`src/spsc_consts.svh`:
```
`ifndef SPSC_CONSTS_SVH
`define SPSC_CONSTS_SVH

// ----------------------------------------
// Register indexes (byte address is the index times four)
// ----------------------------------------
`define SPSC_IDX_CTRL 6'h10
`define SPSC_IDX_STAT 6'h11
`define SPSC_IDX_DATA 6'h12
`define SPSC_IDX_PIN 6'h13

// ----------------------------------------
// Field positions and reset values
// ----------------------------------------
`define SPSC_C_RIE 7
`define SPSC_C_MSTR 5
`define SPSC_C_CLOCK_IDLE_POLARITY 4
`define SPSC_C_CLOCK_PHASE_SELECT 3
`define SPSC_C_WOM 2
`define SPSC_C_SPE 1
`define SPSC_C_TIE 0
`define SPSC_CTRL_MASK 8'hbf
`define SPSC_CTRL_RST 8'h28
`define SPSC_S_RF 7
`define SPSC_S_ERROR_INTERRUPT_ENABLE 6
`define SPSC_S_OVR 5
`define SPSC_S_MODE_FAULT_FLAG 4
`define SPSC_S_TE 3
`define SPSC_S_MODE_FAULT_ENABLE 2
`define SPSC_STAT_RST 8'h08

// ----------------------------------------
// Half-period counts of the master clock
// ----------------------------------------
`define SPSC_BD_0 8'd2
`define SPSC_BD_1 8'd8
`define SPSC_BD_2 8'd32
`define SPSC_BD_3 8'd128
`endif

```
`src/spsc_pkg.sv`:
```
package spsc_pkg;
	typedef enum logic {SPSC_IDLE, SPSC_ACTIVE} spsc_state_t;
endpackage : spsc_pkg

```
`src/spsc_shift_if.sv`:
```
interface spsc_shift_if #(parameter int W = 8);
	logic load;
	logic [W-1:0] load_data;
	logic shift;
	logic shift_in;
	logic [W-1:0] word;
	modport ctl (output load, output load_data, output shift, output shift_in, input word);
	modport sh (input load, input load_data, input shift, input shift_in, output word);
endinterface : spsc_shift_if

```
`src/spsc_top.sv`:
```
// Chosen here: the APB slave port.
`include "spsc_consts.svh"

module spsc_top import spsc_pkg::*; (
	input wire logic pclk, // bus clock, 10 MHz
	input wire logic presetn, // async reset, active low
	input wire logic psel, // APB select
	input wire logic penable, // APB access phase
	input wire logic pwrite, // APB direction
	input wire logic [7:0] paddr, // APB byte address
	input wire logic [31:0] pwdata, // APB write data
	input wire logic [3:0] pstrb, // APB write strobes
	output logic [31:0] prdata, // APB read data
	output logic pready, // APB ready
	output logic pslverr, // APB error on unmapped address
	input wire logic sclk_in, // serial clock pin level
	output logic sclk_out, // serial clock pin drive value
	output logic sclk_oe, // serial clock pin drive enable
	input wire logic mosi_in, // master-out pin level
	output logic mosi_out, // master-out pin drive value
	output logic mosi_oe, // master-out pin drive enable
	input wire logic miso_in, // master-in pin level
	output logic miso_out, // master-in pin drive value
	output logic miso_oe, // master-in pin drive enable
	input wire logic ss_n_in, // slave select pin, active low
	output logic ss_gpio_release, // select pin handed to port logic
	output logic irq // interrupt request, active high
);
	// ----------------------------------------
	// Pin synchronisers
	// ----------------------------------------
	logic [3:0] sync1;
	logic [3:0] sync2;
	logic [3:0] prev;

	always_ff @(posedge pclk or negedge presetn) begin
		if (!presetn) begin
			sync1 <= 4'hf;
			sync2 <= 4'hf;
			prev <= 4'hf;
		end else begin
			sync1 <= {ss_n_in, miso_in, mosi_in, sclk_in};
			sync2 <= sync1;
			prev <= sync2;
		end
	end

	wire sclk_s = sync2[0];
	wire mosi_s = sync2[1];
	wire miso_s = sync2[2];
	wire ss_s = sync2[3];
	wire ss_fall = prev[3] & ~ss_s;
	wire ss_rise = ~prev[3] & ss_s;

	// ----------------------------------------
	// Registers
	// ----------------------------------------
	logic [7:0] ctrl;
	logic error_interrupt_enable;
	logic mode_fault_enable;
	logic [1:0] rate;
	logic rf;
	logic ovr;
	logic mode_fault_flag;
	logic te;
	logic ovr_arm;
	logic mode_fault_flag_arm;
	logic [7:0] txbuf;
	logic [7:0] rxbuf;
	spsc_state_t state;
	logic [2:0] bit_cnt;
	logic [7:0] div_cnt;
	logic half_odd;
	logic sclk_lvl;
	logic out_bit;
	logic sample_bit;

	wire rie = ctrl[`SPSC_C_RIE];
	wire mstr = ctrl[`SPSC_C_MSTR];
	wire clock_idle_polarity = ctrl[`SPSC_C_CLOCK_IDLE_POLARITY];
	wire clock_phase_select = ctrl[`SPSC_C_CLOCK_PHASE_SELECT];
	wire wom = ctrl[`SPSC_C_WOM];
	wire interface_enable = ctrl[`SPSC_C_SPE];
	wire tie = ctrl[`SPSC_C_TIE];
	wire active = (state == SPSC_ACTIVE);

	// ----------------------------------------
	// APB decode
	// ----------------------------------------
	wire acc = psel & penable & pready;
	wire wr = acc & pwrite & pstrb[0];
	wire rd = acc & ~pwrite;
	wire aligned = (paddr[1:0] == 2'b00);
	wire hit_ctrl = aligned & (paddr[7:2] == `SPSC_IDX_CTRL);
	wire hit_stat = aligned & (paddr[7:2] == `SPSC_IDX_STAT);
	wire hit_data = aligned & (paddr[7:2] == `SPSC_IDX_DATA);
	wire hit_pin = aligned & (paddr[7:2] == `SPSC_IDX_PIN);
	wire mapped = hit_ctrl | hit_stat | hit_data | hit_pin;
	wire [7:0] stat_rd = {rf, error_interrupt_enable, ovr, mode_fault_flag, te, mode_fault_enable, rate};
	wire [7:0] read_mux = hit_ctrl ? (ctrl & `SPSC_CTRL_MASK) :
		hit_stat ? stat_rd :
		hit_data ? rxbuf :
		hit_pin ? {7'h00, ss_s} : 8'h00;
	wire data_rd = rd & hit_data;
	wire data_wr = wr & hit_data;
	wire stat_rd_acc = rd & hit_stat;

	// One wait state: pready rises in the second access cycle so read data comes from a flop.
	always_ff @(posedge pclk or negedge presetn) begin
		if (!presetn) begin
			pready <= 1'b0;
			prdata <= 32'h0000_0000;
			pslverr <= 1'b0;
		end else begin
			pready <= psel & penable & ~pready;
			prdata <= {24'h00_0000, read_mux};
			pslverr <= psel & penable & ~pready & ~mapped;
		end
	end

	// ----------------------------------------
	// Master clock generator
	// ----------------------------------------
	wire [7:0] bd = (rate == 2'd0) ? `SPSC_BD_0 :
		(rate == 2'd1) ? `SPSC_BD_1 :
		(rate == 2'd2) ? `SPSC_BD_2 : `SPSC_BD_3;
	wire is_master = interface_enable & mstr;
	wire is_slave = interface_enable & ~mstr;
	wire gen_edge = is_master & active & (div_cnt == bd - 8'd1);
	wire m_lead = gen_edge & ~half_odd;
	wire m_trail = gen_edge & half_odd;

	// ----------------------------------------
	// Slave edge detection
	// ----------------------------------------
	// A deselected slave sees no clock edges at all, but its state is left as it was.
	wire s_chg = is_slave & ~ss_s & (sclk_s != prev[0]);
	wire s_lead = s_chg & (sclk_s != clock_idle_polarity);
	wire s_trail = s_chg & (sclk_s == clock_idle_polarity);
	wire s_start = is_slave & ~active & (clock_phase_select ? s_lead : (ss_fall & ~ss_s));
	wire lead = m_lead | (s_lead & (active | s_start));
	wire trail = m_trail | (s_trail & active);
	wire din = mstr ? miso_s : mosi_s;

	// ----------------------------------------
	// Shift register hookup
	// ----------------------------------------
	spsc_shift_if #(.W(8)) sif ();

	spsc_shifter #(.W(8)) u_shift (
		.pclk(pclk),
		.presetn(presetn),
		.sif(sif)
	);

	// Loading only in idle keeps a running slave byte intact; later writes wait in txbuf.
	wire do_load = interface_enable & ~active & ~te;
	wire shift_in = clock_phase_select ? din : sample_bit;
	wire done = trail & (bit_cnt == 3'd7);
	wire [7:0] rx_word = {sif.word[6:0], shift_in};
	wire m_start = is_master & do_load;

	assign sif.load = do_load;
	assign sif.load_data = txbuf;
	assign sif.shift = trail & ~do_load;
	assign sif.shift_in = shift_in;

	// ----------------------------------------
	// Control and configuration bits
	// ----------------------------------------
	always_ff @(posedge pclk or negedge presetn) begin
		if (!presetn) begin
			ctrl <= `SPSC_CTRL_RST;
			error_interrupt_enable <= 1'b0;
			mode_fault_enable <= 1'b0;
			rate <= 2'b00;
		end else if (wr & hit_ctrl) begin
			ctrl <= pwdata[7:0] & `SPSC_CTRL_MASK;
		end else if (wr & hit_stat) begin
			error_interrupt_enable <= pwdata[`SPSC_S_ERROR_INTERRUPT_ENABLE];
			mode_fault_enable <= pwdata[`SPSC_S_MODE_FAULT_ENABLE];
			rate <= pwdata[1:0];
		end
	end

	// ----------------------------------------
	// Buffers and flags
	// ----------------------------------------
	wire mode_fault_flag_set = interface_enable & mode_fault_enable & (mstr ? ~ss_s : (active & ss_rise));

	always_ff @(posedge pclk or negedge presetn) begin
		if (!presetn) begin
			txbuf <= 8'h00;
			rxbuf <= 8'h00;
			te <= 1'b1;
			rf <= 1'b0;
			ovr <= 1'b0;
			mode_fault_flag <= 1'b0;
			ovr_arm <= 1'b0;
			mode_fault_flag_arm <= 1'b0;
		end else begin
			if (data_wr) txbuf <= pwdata[7:0];
			if (data_wr) te <= 1'b0;
			if (do_load) te <= 1'b1;
			if (stat_rd_acc) ovr_arm <= ovr;
			if (stat_rd_acc) mode_fault_flag_arm <= mode_fault_flag;
			if (data_rd) rf <= 1'b0;
			if (data_rd & ovr_arm) ovr <= 1'b0;
			if (data_rd) ovr_arm <= 1'b0;
			if (data_wr & mode_fault_flag_arm) mode_fault_flag <= 1'b0;
			if (data_wr) mode_fault_flag_arm <= 1'b0;
			// Setting wins over a clear in the same cycle.
			if (done & ~rf) rxbuf <= rx_word;
			if (done & ~rf) rf <= 1'b1;
			if (done & rf) ovr <= 1'b1;
			if (mode_fault_flag_set) mode_fault_flag <= 1'b1;
		end
	end

	// ----------------------------------------
	// Transfer sequencer
	// ----------------------------------------
	always_ff @(posedge pclk or negedge presetn) begin
		if (!presetn) begin
			state <= SPSC_IDLE;
			bit_cnt <= 3'd0;
			div_cnt <= 8'd0;
			half_odd <= 1'b0;
			sclk_lvl <= 1'b0;
			out_bit <= 1'b0;
			sample_bit <= 1'b0;
		end else if (!interface_enable) begin
			state <= SPSC_IDLE;
			bit_cnt <= 3'd0;
			div_cnt <= 8'd0;
			half_odd <= 1'b0;
			sclk_lvl <= clock_idle_polarity;
		end else begin
			if (!active) sclk_lvl <= clock_idle_polarity;
			if (m_start) begin
				state <= SPSC_ACTIVE;
				out_bit <= txbuf[7];
			end
			if (s_start) begin
				state <= SPSC_ACTIVE;
				out_bit <= sif.word[7];
			end
			if (is_master & active) begin
				div_cnt <= gen_edge ? 8'd0 : div_cnt + 8'd1;
			end
			if (gen_edge) begin
				half_odd <= ~half_odd;
				sclk_lvl <= ~sclk_lvl;
			end
			if (lead) begin
				sample_bit <= din;
				if (clock_phase_select) out_bit <= sif.word[7];
			end
			if (trail) begin
				bit_cnt <= bit_cnt + 3'd1;
				if (!clock_phase_select) out_bit <= sif.word[6];
			end
			if (done) begin
				state <= SPSC_IDLE;
				bit_cnt <= 3'd0;
			end
		end
	end

	// ----------------------------------------
	// Pin drivers
	// ----------------------------------------
	// In wired-OR mode a pin is only ever pulled low; a one is left to the external pullup.
	wire sclk_val = mstr & active ? sclk_lvl : clock_idle_polarity;
	wire next_sclk_oe = is_master & (~wom | ~sclk_val);
	wire next_sclk_out = ~wom & sclk_val;
	wire next_mosi_oe = is_master & (~wom | ~out_bit);
	wire next_mosi_out = ~wom & out_bit;
	wire next_miso_oe = is_slave & ~ss_s & (~wom | ~out_bit);
	wire next_miso_out = ~wom & out_bit;
	wire next_release = ~interface_enable | (mstr & ~mode_fault_enable);
	wire next_irq = (rf & rie) | (te & tie) | ((mode_fault_flag | ovr) & error_interrupt_enable);

	always_ff @(posedge pclk or negedge presetn) begin
		if (!presetn) begin
			sclk_oe <= 1'b0;
			sclk_out <= 1'b0;
			mosi_oe <= 1'b0;
			mosi_out <= 1'b0;
			miso_oe <= 1'b0;
			miso_out <= 1'b0;
			ss_gpio_release <= 1'b1;
			irq <= 1'b0;
		end else begin
			sclk_oe <= next_sclk_oe;
			sclk_out <= next_sclk_out;
			mosi_oe <= next_mosi_oe;
			mosi_out <= next_mosi_out;
			miso_oe <= next_miso_oe;
			miso_out <= next_miso_out;
			ss_gpio_release <= next_release;
			irq <= next_irq;
		end
	end
endmodule : spsc_top

```
`src/spsc_shifter.sv`:
```
module spsc_shifter #(
	parameter int W = 8
) (
	input wire logic pclk, // bus clock
	input wire logic presetn, // async reset, active low
	spsc_shift_if.sh sif // shift control and word
);
	if (W < 2) begin : g_bad_width
		$error("spsc_shifter: W must be at least 2");
	end

	logic [W-1:0] sreg;

	// Load takes precedence; the controller never asks for both at once.
	always_ff @(posedge pclk or negedge presetn) begin
		if (!presetn) sreg <= '0;
		else if (sif.load) sreg <= sif.load_data;
		else if (sif.shift) sreg <= {sreg[W-2:0], sif.shift_in};
	end

	assign sif.word = sreg;
endmodule : spsc_shifter

```
`config.mk`:
```
export PLATFORM = sky130hd
export DESIGN_NAME = spsc_top
export DESIGN_NICKNAME = d
export VERILOG_FILES = /design/src/spsc_pkg.sv /design/src/spsc_shift_if.sv /design/src/spsc_top.sv /design/src/spsc_shifter.sv
export VERILOG_INCLUDE_DIRS = /design/src
export SDC_FILE = /design/constraint.sdc
export NUM_CORES = 1
export LEC_CHECK = 0
export BUFFER_PORTS_ARGS = -buffer_cell sky130_fd_sc_hd__buf_2
export CELL_PAD_IN_SITES_DETAIL_PLACEMENT = 0
export CELL_PAD_IN_SITES_GLOBAL_PLACEMENT = 1
export CORE_ASPECT_RATIO = 0.75
export CORE_MARGIN = 2
export CORE_UTILIZATION = 42
export DETAILED_ROUTE_END_ITERATION = 10
export PLACE_DENSITY = 0.92
export SYNTH_ARGS = -nofsm -noshare
export SYNTH_HDL_FRONTEND = slang
export SYNTH_HIERARCHICAL = 1
export SYNTH_SLANG_ARGS = --single-unit
```
`constraint.sdc`:
```
create_clock -name pclk -period 3.8 [get_ports pclk]
set_clock_uncertainty 0.15 [all_clocks]
set_input_delay 0.76 -clock pclk [delete_from_list [all_inputs] [get_ports pclk]]
set_output_delay 0.76 -clock pclk [all_outputs]
set_load 0.01 [all_outputs]
```
==> flow_results.org <==
** Run status
- The flow ran to the end, and the final reports show no timing, DRC or antenna violations.

** Detailed routing
- Detailed-route wire length per cell :: 15.1 um
- Ratio of routed vias to standard cells :: around 5.1
- After detailed routing, the number of remaining DRC violations is 0.
- The detail route stage leaves a number of antenna-violating nets equal to 0.
- Summed over all layers, the routed wires come to a little over 8000 um.
- For this block, the via count after detailed routing is 2764.
- For this block, the initial DRC count from the detailed router was approximately 150.
- Number of iterations in the first detailed-routing pass :: 4

** Synth
- Main area contributors after synthesis :: dfrtp_1 (43%), dfstp_2 (9.1%), mux2_2 (8.4%)
- Count of flip-flops with a built-in enable after synthesis :: 0
- A synthesized cell averages roughly 11 um^2.
- Yosys mapped the design onto 54 distinct sky130hd cell types.
- Async set-reset flop share out of synthesis :: 1.00
- For this run, the register share of the synthesized area comes to 0.525.
- Post-Synthesis Cell Area :: ~4000 um^2
- Post-synth top area cell :: dfrtp_1
- Yosys printed 6 warnings.
- The share of synthesized area in the top cell type comes to 0.434.
- Predominant post-synthesis flop cell :: dfrtp_1
- Post-synthesis instance total :: approximately 370
- In this run, synthesis produced a sequential element count of 84.

** Critical path
- STA classifies the critical path startpoint as a flop.
- Largest fanout on the critical path :: 10
- Critical path required time :: ~3.9 ns
- The critical path in this run is classified as flop to flop.
- STA puts the critical path data arrival time at about 3.3 ns.
- The worst setup path is captured at a flop.

** Final layout
- The area growth from synthesis to layout is 13.0%.
- Area occupied by multi-input gates :: between 1500 and 2000 um^2
- Filler cell count :: about 840
- Sequential Area :: between 2000 and 2500 um^2
- Antenna cell count :: 0
- In the final layout, the share of cells above drive strength 1 is 0.275.
- The net count of the finished layout is approximately 470.

** Die
- Chip Width :: roughly 120 um
- The floorplan step defined a core boundary enclosing slightly above 9000 um^2.
- Top-Level Pins :: 95
- The floorplan step set the die height to roughly 90 um.
- The initial utilization of the core area, before any placement, comes to 0.439.
- FP Rows :: 30
- The die covers around 10000 um^2.

** STA
- Static timing analysis puts the maximum clock frequency at approximately 0.32 GHz.
- Final count of hold timing violations :: 0
- Worst slew slack as a fraction of its limit :: 0.314
- Setup repair after global routing left no endpoint under its margin.
- Final Hold Slack :: between 0.2 and 0.25 ns
- Measured slew at the worst slew-check pin :: slightly above 1 ns
- Dividing the final minimum period by the clock period gives 0.834.
- Setup TNS Final :: 0 ns
- Max-slew violation count :: 0
- Final setup vio count :: 0
- Period minus WS final :: ~3.2 ns

** Clock tree
- The number of hold buffers added after CTS was 0.
- Total setup buffers inserted after CTS :: 0
- Counting every sink on the clock net gives 84.
- Post-CTS repair changed the size of 0 cells.
- Clock Tree Root :: clkbuf_16
- Buffers inserted during clock tree synthesis total 9.
- Clock latency at the later pin of the worst-skew pair :: around 0.34 ns
- CTS HTree Levels :: 3
- CTS Buffer Depth :: 2
- TritonCTS built the clock tree.
- CTS clk-pin slew, worst paths :: ~0.060 ns

** Placement
- Last weighted congestion value of the routability-driven placer :: approximately 0.87
- Count of input and output buffers :: 43
- DP Wirelength :: between 5000 and 6000 um

** Global routing
- Fraction of met1 tracks used by global routing :: 0.255
- Global-route congestion overflow total :: 0
- Top Usage Layer GRT :: met1
- Global-route wire length before repair :: between 10000 and 15000 um
- Met3 usage in global routing :: 0.0630
- Entering global routing, the biggest net connects 85 pins.
- Via count of the first global-routing pass :: between 2000 and 3000
- Global-route total usage across every layer :: 0.171
- The initial antenna violation count was 0.
- For this run, global-route usage on met2 was measured as 0.236.

** Power and ir drop
- Fraction of power consumed by sequential logic :: 0.497
- IR analysis of the VDD net gives a maximum drop of approximately 0.33 mV.
- Clk pwr share :: 0.467
- Of the total power, the share spent switching nets is 0.211.
- For this design the ratio of total power to cell area is between 400 and 500 nW/um^2.
- Power share of the combinational group :: 0.036
- The internal power of the cells totals about 1.5 mW.
- NetSw :: slightly below 0.4 mW
- Leakage power :: about 2.2 nW

** Job
- Max Cap Violations :: 0

** Min path
- Class of the worst hold path :: flop to flop
cell usage after synthesis, types with 3 or more instances:
| master | instances |
|---|---|
| a21oi_1 | 21 |
| and3b_1 | 3 |
| buf_4 | 25 |
| clkbuf_1 | 7 |
| dfrtp_1 | 70 |
| dfstp_2 | 14 |
| ha_1 | 4 |
| inv_1 | 8 |
| mux2_2 | 30 |
| mux2i_1 | 18 |
| nand2_1 | 34 |
| nand2b_1 | 4 |
| nand3_1 | 11 |
| nand4_1 | 4 |
| nor2_1 | 31 |
| nor2b_1 | 5 |
| nor3b_1 | 4 |
| nor4_1 | 3 |
| o21ai_0 | 11 |
| o21ai_1 | 9 |
| or2_2 | 3 |
| or3_1 | 3 |
| xnor2_1 | 3 |
| xor2_1 | 5 |
registers in the layout, summed over array words and instances, names as in the netlist, 3 cells and up:
name	flops
u_shift/sif.word	8
rxbuf	8
sif.load_data	8
bit_cnt	3
ctrl	7
sync2	4
sync1	4
div_cnt	8
prdata	8
cells in the final DEF, fill, tap and decap left out, types with 2 or more instances in the layout:
master     Yosys  routed
a21oi_1       21      21
a22oi_1        2       2
and2_1         2       2
and3b_1        3       3
buf_2          1      42
buf_4         25       3
clkbuf_1       7       2
clkbuf_16      0       9
clkinv_2       0       2
conb_1         1      24
dfrtp_1       70      70
dfstp_2       14      14
ha_1           4       4
inv_1          8       8
mux2_2        30      30
mux2i_1       18      18
nand2_1       34      34
nand2b_1       4       4
nand3_1       11      11
nand4_1        4       4
nor2_1        31      31
nor2b_1        5       5
nor3b_1        4       4
nor4_1         3       3
o211a_1        2       2
o211ai_1       2       2
o21ai_0       11      11
o21ai_1        9       9
o32a_1         2       2
or2_2          3       3
or3_1          3       3
or4_1          2       2
xnor2_1        3       3
xor2_1         5       5
cells by family after synthesis:
kind of cell             share of synthesized area
XOR/XNOR                                    0.0174
adder cells (fa/ha/maj)                     0.0124
AO/OA/AOI/OAI                                0.100
other                                     0.000930
buffers and inverters                       0.0695
flip-flops                                   0.525
multiplexers                                 0.134
AND/OR/NAND/NOR                              0.140
final cells by class:
type,instances,share of cell area
clock inverters,4,0.0107
flip-flops and latches,84,0.465
inverters,8,0.00659
multi-input cells,261,0.377
well taps,128,0.0351
clock buffers,12,0.0541
repair buffers,45,0.0511
critical path, stage by stage, from the launching register on:
cell and delay [ns]:
dfrtp_1 0.44, or2_2 0.32, ha_1 0.30, xnor2_1 0.16, nor4_1 0.44, o2111ai_2 0.34, nand2_1 0.54, mux2i_1 0.27
o21ai_1 0.08
through the flow:
step           setup slack [ns]   util  cell area (um^2)  instances  total power, mW
5_1_grt                   0.457  0.496              4560        542             1.91
6_report                  0.629  0.496              4560        542             1.84
3_5_place_dp              0.685  0.464              4260        526            0.998
3_3_place_gp              0.715  0.464              4260        526            0.996
4_1_cts                   0.619  0.496              4560        542             1.86
2_1_floorplan              1.12      -              4120        390            0.976
per-layer routing:
metal	vias to the layer above	wire [um]
li1	1320	-
met1	1346	4030
met2	88	3530
met3	10	551
met4	0	74
met5	-	0
final timing paths:
path | start | endpoint | slack (ns) | depth (start not counted)
worst max-delay path | rate[1] | u_shift/sif.word[3] | 0.63 | 8
worst min-delay path | sync1[0] | sync2[0] | 0.20 | 0
worst max register to register | rate[1] | u_shift/sif.word[3] | 0.63 | 8
worst min register to register | sync1[0] | sync2[0] | 0.20 | 0
max in group asynchronous | presetn | div_cnt[4] | 2.39 | 1
min in group asynchronous | presetn | sif.load_data[4] | 0.45 | 1
power by group through the flow:
stage	clock network, mW	logic (mW)	registers [mW]
6_report	0.860	0.0665	0.915
5_1_grt	0.919	0.0766	0.915
4_1_cts	0.880	0.0679	0.914
3_5_place_dp	0	0.0674	0.930
3_3_place_gp	0	0.0665	0.929
2_1_floorplan	0	0.0474	0.929
No activity file was read; power rests on OpenSTA's default activity.
